<file path="src/core/peb_pkg.sv">
// shared constants and types for the peripheral interrupt enable bank
package peb_pkg;

  localparam int unsigned ADDR_W = 9;
  localparam int unsigned DATA_W = 8;
  localparam int unsigned SRC_N  = 4;

  // register addresses
  localparam logic [ADDR_W-1:0] INTCTL_ADDR = 9'h10B;
  localparam logic [ADDR_W-1:0] PEB_ADDR    = 9'h092;

  // core interrupt control field positions
  localparam int unsigned GLB_EN_BIT  = 7;
  localparam int unsigned GRP_EN_BIT  = 6;
  localparam int unsigned TMR_EN_BIT  = 5;
  localparam int unsigned EXT_EN_BIT  = 4;
  localparam int unsigned CHG_EN_BIT  = 3;
  localparam int unsigned TMR_FLG_BIT = 2;
  localparam int unsigned EXT_FLG_BIT = 1;
  localparam int unsigned CHG_FLG_BIT = 0;

  // enable bank field positions
  localparam int unsigned CMPB_BIT = 5;
  localparam int unsigned CMPA_BIT = 4;
  localparam int unsigned WAVE_BIT = 2;
  localparam int unsigned CCP_BIT  = 0;
  localparam logic [DATA_W-1:0] PEB_MASK = 8'h35;

  // values after reset
  localparam logic [DATA_W-1:0] INTCTL_RST = 8'h00;
  localparam logic [DATA_W-1:0] PEB_RST    = 8'h00;
  localparam logic [DATA_W-1:0] RD_IDLE    = 8'h00;

  // one bit per peripheral source, same order for flags and enables
  typedef struct packed {
    logic comparator_b;
    logic comparator_a;
    logic waveform_gen;
    logic capture_compare;
  } peb_src_s;

  // core interrupt events, one-cycle pulses
  typedef struct packed {
    logic timer_overflow;
    logic ext_pin;
    logic pin_change;
  } peb_core_evt_s;

endpackage

</file>
<file path="src/core/peb_irq_bank.sv">
// peripheral interrupt enable bank with the core interrupt control register
//
// Strobed register access is this design's own decision.
`timescale 1ns/1ps
module peb_irq_bank (
  input  wire logic                  clk,            // system clock, 20 MHz
  input  wire logic                  rst,            // async reset, active high
  input  wire logic [peb_pkg::ADDR_W-1:0] addr,      // register address
  input  wire logic [peb_pkg::DATA_W-1:0] wr_data,   // write data
  input  wire logic                  wr_en,          // write strobe
  input  wire logic                  rd_en,          // read strobe
  input  wire peb_pkg::peb_src_s     src_flags,      // peripheral flag levels
  input  wire peb_pkg::peb_core_evt_s core_evt,      // core event pulses
  output logic [peb_pkg::DATA_W-1:0] rd_data,        // read data, cycle after strobe
  output peb_pkg::peb_src_s          src_enables,    // bank enables as held
  output logic                       periph_irq_req, // peripheral request to core
  output logic                       core_irq_req    // combined request to core
);
  import peb_pkg::*;

  logic [DATA_W-1:0] intctl;
  logic [DATA_W-1:0] next_intctl;
  logic [DATA_W-1:0] peb;
  logic [DATA_W-1:0] next_peb;
  logic [DATA_W-1:0] next_rd_data;
  logic              next_periph_irq_req;
  logic              next_core_irq_req;
  peb_src_s          next_src_enables;
  peb_src_s          en_view;
  logic              periph_hit;
  logic              wr_intctl;
  logic              wr_peb;
  logic              glb_en;
  logic              grp_en;
  logic              core_hit;

  assign wr_intctl = wr_en && (addr == INTCTL_ADDR);
  assign wr_peb    = wr_en && (addr == PEB_ADDR);
  assign glb_en    = intctl[GLB_EN_BIT];
  assign grp_en    = intctl[GRP_EN_BIT];

  // live view of the bank, fed to the gate so a new enable acts next edge
  always_comb begin
    en_view.comparator_b    = peb[CMPB_BIT];
    en_view.comparator_a    = peb[CMPA_BIT];
    en_view.waveform_gen    = peb[WAVE_BIT];
    en_view.capture_compare = peb[CCP_BIT];
  end

  peb_gate u_gate (
    .flags   (src_flags),
    .enables (en_view),
    .any_hit (periph_hit)
  );

  // register writes
  always_comb begin
    next_peb    = peb;
    next_intctl = intctl;
    if (wr_peb) begin
      next_peb = wr_data & PEB_MASK;
    end
    if (wr_intctl) begin
      next_intctl = wr_data;
    end
    if (core_evt.timer_overflow) begin
      next_intctl[TMR_FLG_BIT] = 1'b1;
    end
    if (core_evt.ext_pin) begin
      next_intctl[EXT_FLG_BIT] = 1'b1;
    end
    if (core_evt.pin_change) begin
      next_intctl[CHG_FLG_BIT] = 1'b1;
    end
  end

  always_ff @(posedge clk or posedge rst) begin
    if (rst) begin
      peb    <= PEB_RST;
      intctl <= INTCTL_RST;
    end else begin
      peb    <= next_peb;
      intctl <= next_intctl;
    end
  end

  // read path, answer stands only in the cycle after the strobe
  always_comb begin
    next_rd_data = RD_IDLE;
    if (rd_en) begin
      if (addr == INTCTL_ADDR) begin
        next_rd_data = intctl;
      end else if (addr == PEB_ADDR) begin
        next_rd_data = peb & PEB_MASK;
      end else begin
        next_rd_data = RD_IDLE;
      end
    end
  end

  // request logic
  always_comb begin
    core_hit = (intctl[TMR_EN_BIT] & intctl[TMR_FLG_BIT])
             | (intctl[EXT_EN_BIT] & intctl[EXT_FLG_BIT])
             | (intctl[CHG_EN_BIT] & intctl[CHG_FLG_BIT]);
    next_periph_irq_req = glb_en && grp_en && periph_hit;
    next_core_irq_req   = glb_en && (core_hit || (grp_en && periph_hit));
    next_src_enables    = en_view;
  end

  always_ff @(posedge clk or posedge rst) begin
    if (rst) begin
      rd_data        <= RD_IDLE;
      periph_irq_req <= 1'b0;
      core_irq_req   <= 1'b0;
      src_enables    <= '0;
    end else begin
      rd_data        <= next_rd_data;
      periph_irq_req <= next_periph_irq_req;
      core_irq_req   <= next_core_irq_req;
      src_enables    <= next_src_enables;
    end
  end

  // helpers: nothing has touched a register since reset
  logic peb_untouched;
  logic next_peb_untouched;
  logic intctl_untouched;
  logic next_intctl_untouched;

  always_comb begin
    next_peb_untouched    = peb_untouched && !wr_peb;
    next_intctl_untouched = intctl_untouched && !wr_intctl && (core_evt == 3'b000);
  end

  always_ff @(posedge clk or posedge rst) begin
    if (rst) begin
      peb_untouched    <= 1'b1;
      intctl_untouched <= 1'b1;
    end else begin
      peb_untouched    <= next_peb_untouched;
      intctl_untouched <= next_intctl_untouched;
    end
  end
endmodule

</file>
<file path="src/core/peb_gate.sv">
// per-source and gating of flags with their enables
`timescale 1ns/1ps
module peb_gate (
  input  wire peb_pkg::peb_src_s flags,   // source flag levels
  input  wire peb_pkg::peb_src_s enables, // matching enable bits
  output logic                   any_hit  // some flag meets its enable
);
  import peb_pkg::*;

  logic [SRC_N-1:0] hit;

  genvar i;
  generate
    for (i = 0; i < SRC_N; i++) begin : g_src
      assign hit[i] = flags[i] & enables[i];
    end
  endgenerate

  assign any_hit = |hit;

endmodule

</file>
<file path="config.mk">
export PLATFORM = sky130hd
export DESIGN_NAME = peb_irq_bank
export DESIGN_NICKNAME = d
export VERILOG_FILES = /design/src/core/peb_pkg.sv /design/src/core/peb_irq_bank.sv /design/src/core/peb_gate.sv
export SDC_FILE = /design/constraint.sdc
export NUM_CORES = 1
export LEC_CHECK = 0
export ABC_AREA = 1
export BUFFER_PORTS_ARGS = -buffer_cell sky130_fd_sc_hd__buf_2
export CAP_MARGIN = 20
export CORE_ASPECT_RATIO = 1.75
export CORE_MARGIN = 5
export CORE_UTILIZATION = 40
export CTS_CLUSTER_DIAMETER = 80
export DETAILED_ROUTE_END_ITERATION = 7
export PLACE_DENSITY = 0.64
export REMOVE_ABC_BUFFERS = 1
export SLEW_MARGIN = 10
export SYNTH_ARGS = -nofsm -noshare
export SYNTH_HDL_FRONTEND = slang
export SYNTH_SLANG_ARGS = --single-unit
</file>
<file path="constraint.sdc">
create_clock -name clk -period 1.1 [get_ports clk]
set_input_delay 0.055 -clock clk [delete_from_list [all_inputs] [get_ports clk]]
set_output_delay 0.055 -clock clk [all_outputs]
set_load 0.01 [all_outputs]
</file>
Word level (Yosys, flattened, before mapping) --
Cells that the tools add are included. W data, S select, Z words.
Operators by class: add/sub/neg operators 0, multiply operators 0, divide/modulo/power cells 0, order comparisons 0, equality and inequality tests 2, shift-type cells 0, muxes and demuxes 7, bitwise operators 9, reductions and logical operators 11
Operators by type and width (number):
- $mux W8 | 2
- $eq A9 B8 Y1 const B | 1
- $eq A9 B9 Y1 const B | 1
- $and A1 B1 Y1 | 7
- $logic_and A1 B1 Y1 | 6
- $mux W6 | 1
- $reduce_bool A2 Y1 | 3
- $reduce_or A4 Y1 | 1
- $mux W1 | 3
- $mux W3 | 1
- $or A1 B1 Y1 | 2
- $logic_or A1 B1 Y1 | 1
Word-level totals: bits in registers 26, bits in latches 0, RAM bits 0, memory bits (read-only) 0, input port bits 28, output and inout bits 14, logic and storage cells 41, memories 0

Longest topological paths before layout --
depth after elaboration 5, gate-level depth with buffers 7, mapped depth without buffers 6

Cells and area by module --
A second synthesis with hierarchy kept.
Second synthesis, totals: cell total of the unflattened synthesis 123, area, all modules 1112.3 um2
By module, submodules not included:
- peb_irq_bank | instances 1, cells each 114, area each 1078.5 um2
- peb_gate | instances 1, cells each 9, area each 33.8 um2

Worst setup path before layout --
OpenSTA, ideal clock, no wires.
path type input -> register, start input addr[4] in the netlist's numbering, end register intctl[0], setup time 125 ps, arrival time 715 ps, slack 261 ps, stages 7, path buffers 1, cells stage by stage nor2_2 nand2_2 nor2_8 nand3_4 buf_6 nand2_1 nand3_1
Between the ends: longest elaborated chain between the ends 3
Ends and longest elaborated chain:
- from (decl) | RTL line peb_irq_bank.sv:8 | input wire logic [peb_pkg::ADDR_W-1:0] addr,
- $eq A9 B9 Y1 | RTL line peb_irq_bank.sv:37 | assign wr_intctl = wr_en && (addr == INTCTL_ADDR);
- $logic_and A1 B1 Y1 | RTL line peb_irq_bank.sv:37
- $reduce_bool A2 Y1 (no source line)
- to (signal assigned) | RTL line peb_irq_bank.sv:83 | intctl <= next_intctl;
- to (decl) | RTL line peb_irq_bank.sv:21 | logic [DATA_W-1:0] intctl;
No other way between the ends. A chain may end at the register's enable or synchronous reset.

Worst setup path after layout --
start register peb[2], end register core_irq_req
Between the ends: longest elaborated chain between the ends 5
Ends and longest elaborated chain:
- from (decl) | RTL line peb_irq_bank.sv:23 | logic [DATA_W-1:0] peb;
- from (signal assigned) | RTL line peb_irq_bank.sv:82 | peb <= next_peb;
- $and A1 B1 Y1 | RTL line peb_gate.sv:15 | assign hit[i] = flags[i] & enables[i];
- $reduce_or A4 Y1 | RTL line peb_gate.sv:19 | assign any_hit = |hit;
- $logic_and A1 B1 Y1 | RTL line peb_irq_bank.sv:107 | next_core_irq_req = glb_en && (core_hit || (grp_en && periph_hit));
- $logic_or A1 B1 Y1 | RTL line peb_irq_bank.sv:107
- $logic_and A1 B1 Y1 | RTL line peb_irq_bank.sv:107
- net next_core_irq_req | RTL line peb_irq_bank.sv:27 | logic next_core_irq_req;
- to (signal assigned) | RTL line peb_irq_bank.sv:120 | core_irq_req <= next_core_irq_req;
- to (decl) | RTL line peb_irq_bank.sv:17 | output logic core_irq_req
The timed path passes the listed nets, and every way through them passes these cells.

==> metrics.csv <==
stage,metric,value,unit
timing,slew_headroom,74.7,%
cells_and_area,area_delta_synth_final,29.2,%
cells_and_area,stdcell_area,1490,um2
cts,root_buffer,clkbuf_8,
die,ios,42,
drt,drc_errors,0,
setup_path,worst_r2r_endpoint,core_irq_req$_DFF_PP0_,
power,p_leak,0.846,nW
status,status,completed,
global_routing,grt_pass1_wl,4020,um
power,vdd_drop_max,0.000673,V
power,p_int,0.00136,W
die,initial_utilization,41.9,%
synth,synthCells,119,
drt,final_antenna_net_count,0,
synth,synth-seq-area-share,56.5,%
run,max-cap-violations,0,
cts,cts_num_sinks,26,
place,gp_congestion,0.776,
place,portBuffers,41,
setup_path,r2r_cells,4,
cells_and_area,final_cell_mix,"buf_2 (41), nand2_1 (30), dfrtp_1 (26)",
synth,avgSynthCellArea,9.68,um2
global_routing,grt_usage,13.0,%
drt,drt-pass1-iter-count,4,
drt,first_iter_violations,33,
cells_and_area,final_util,54.1,%
setup_path,crit_path_end_kind,flop,
timing,layout_setup_ws,169,ps
setup_path,endpoint,core_irq_req$_DFF_PP0_,
worst_hold_path,hold_class,input pin to flop,
cts,htreeDepth,1,
cts,cts_tree,built,
timing,fin_setup_tns,0,ps
timing,drv_slew,0,
synth,synth_area_leader_cell,dfrtp_1,
timing,fin_worst_skew,3.17,ps
power,p_sw,0.000376,W
synth,post-synth-top-area-fraction,56.5,%
cells_and_area,fin_nets,197,
drt,vias,943,
drt,wire_per_inst,12.1,um
setup_path,path_class,flop to flop,
place,preCtsSetupSlack,82.9,ps
timing,finalHoldViolCount,0,
die,die_area,4100,um2
cts,cts_buffer_depth,2,
die,core,2750,um2
global_routing,antenna_found_initial,0,
synth,ys_types,18,
power,p_sw_share,21.7,%
cts,cts_setup_buffers,0,
power,p_clk_share,34.4,%
drt,totalWireLength,2350,um
global_routing,grt.overflow.total,0,
power,comb_power_share,9.1,%
power,p_seq_share,56.4,%
timing,worst_slew_pin_slew,378,ps
timing,fmax,1070,MHz
timing,min_period,931,ps
timing,setup_viol,0,
cts,path_clk_slew,80,ps
synth,ys_seq_elements,26,
cells_and_area,drive_gt1_share,38.7,%
cts,cts_buffers,3,
synth,syn_area,1150,um2
global_routing,grt_max_degree,27,
timing,post-route-period-util,84.7,%
synth,ys_warn_count,0,
timing,worst_hold_slack,25.2,ps
die,rows,25,
setup_path,start_kind,flop,
die,dieHeight,81.0,um
setup_path,required,1250,ps
power,powerDensity,1160,nW/um2
drt,via_per_inst,4.84,
synth,ys_top_cells_by_area,"dfrtp_1 (56%), nand2_1 (9.8%), nand4_1 (8.1%)",
setup_path,cp-startpoint,peb[2]$_DFFE_PP0P_,
die,die_w,50.6,um
cells_and_area,final_common_cell,buf_2,
global_routing,first_global_vias,921,
cts,clock_latency,260,ps
place,place_area,1390,um2
setup_path,reg2reg_setup_slack,170,ps
setup_path,path_max_fanout,4,
place,post-dp-hpwl,1910,um
timing,rsz0062_at_grt,no,
setup_path,rr_startpoint,peb[2]$_DFFE_PP0P_,
cells_and_area,antenna_cells,0,
setup_path,worstPathArrival,1080,ps
[layer usage]
metal  wire length (um)  track usage [%]  part of all wire, %  vias to the layer above
li1                   -                -                    -                      482
met1                823             12.9                   35                      422
met2               1310             23.6                   55                       35
met3                150             2.02                  6.4                        4
met4                 74             9.21                  3.1                        0
met5                  0                0                    0                        -
[synthesized netlist by cell type]
| cell | count |
|---|---|
| nand4_1 | 15 |
| buf_6 | 1 |
| dfrtp_1 | 26 |
| inv_1 | 15 |
| o21ai_0 | 1 |
| nor3_2 | 1 |
| clkbuf_1 | 1 |
| nand3_1 | 6 |
| buf_2 | 1 |
| o21ai_2 | 5 |
| nand3_2 | 1 |
| nand2_1 | 30 |
| nor2_4 | 2 |
| nand3_4 | 1 |
| nor2_2 | 2 |
| nand2_2 | 4 |
| nor2_1 | 6 |
| nor2_8 | 1 |
[cell type report]
class                   instances  area [um2]
clock buffers                   4        55.1
fillers                       271        1260
inverters                      15        56.3
multi-input cells              75         425
flip-flops and latches         26         651
well taps                      27        33.8
repair buffers                 48         268
[cell families (layout without fill, tap and decap cells)]
kind of cell           after synthesis  in the layout  share of synthesized area (%)
flip-flops                          26             26                           56.5
AO/OA/AOI/OAI                        6              6                           4.23
buffers and inverters               18             67                           6.62
AND/OR/NAND/NOR                     69             69                           32.7
[worst min path at each step]
stage / from / end / slack (ps) / cells after the start
2_1_floorplan: rst / core_irq_req$_DFF_PP0_ / 100 / 1
3_3_place_gp: rst / rd_data[6]$_DFF_PP0_ / 110 / 3
3_5_place_dp: rst / intctl[6]$_DFFE_PP0P_ / 120 / 3
4_1_cts: wr_data[3] / intctl[3]$_DFFE_PP0P_ / 20 / 3
5_1_grt: wr_data[3] / intctl[3]$_DFFE_PP0P_ / 20 / 3
6_report: wr_data[3] / intctl[3]$_DFFE_PP0P_ / 30 / 3
[through the flow]
stage / std cells / power, W
floorplan: 116 / 0.00106
global placement: 187 / 0.00114
detailed placement: 187 / 0.00115
CTS: 195 / 0.00175
global route: 195 / 0.00181
finish: 195 / 0.00173
[critical path: stages (launching register included)]
cell,delay (ps)
dfrtp_1,420
nand2_1,80
nand2_1,50
nor2_1,170
o21ai_0,100
[flip-flops by register name, indices dropped and copies added, names as in the netlist]
signal,flops
core_irq_req,1
intctl,8
peb,4
periph_irq_req,1
rd_data,8
src_enables,4
[repair_timing]
item | CTS | global route
setup endpoints to repair | 0 | 0
resized for setup | 0 | 0
hold buffers | 4 | 0
hold endpoints to repair | 29 | 0
[power by group through the flow]
stage / clock, W / sequential, W / combinational, W
2_1_floorplan: 0 / 0.000997 / 0.0000635
3_3_place_gp: 0 / 0.000997 / 0.000145
3_5_place_dp: 0 / 0.000997 / 0.000151
4_1_cts: 0.000614 / 0.000978 / 0.000161
5_1_grt: 0.000653 / 0.000980 / 0.000181
6_report: 0.000597 / 0.000978 / 0.000158
Note: power is estimated with default switching activity, not from simulation.
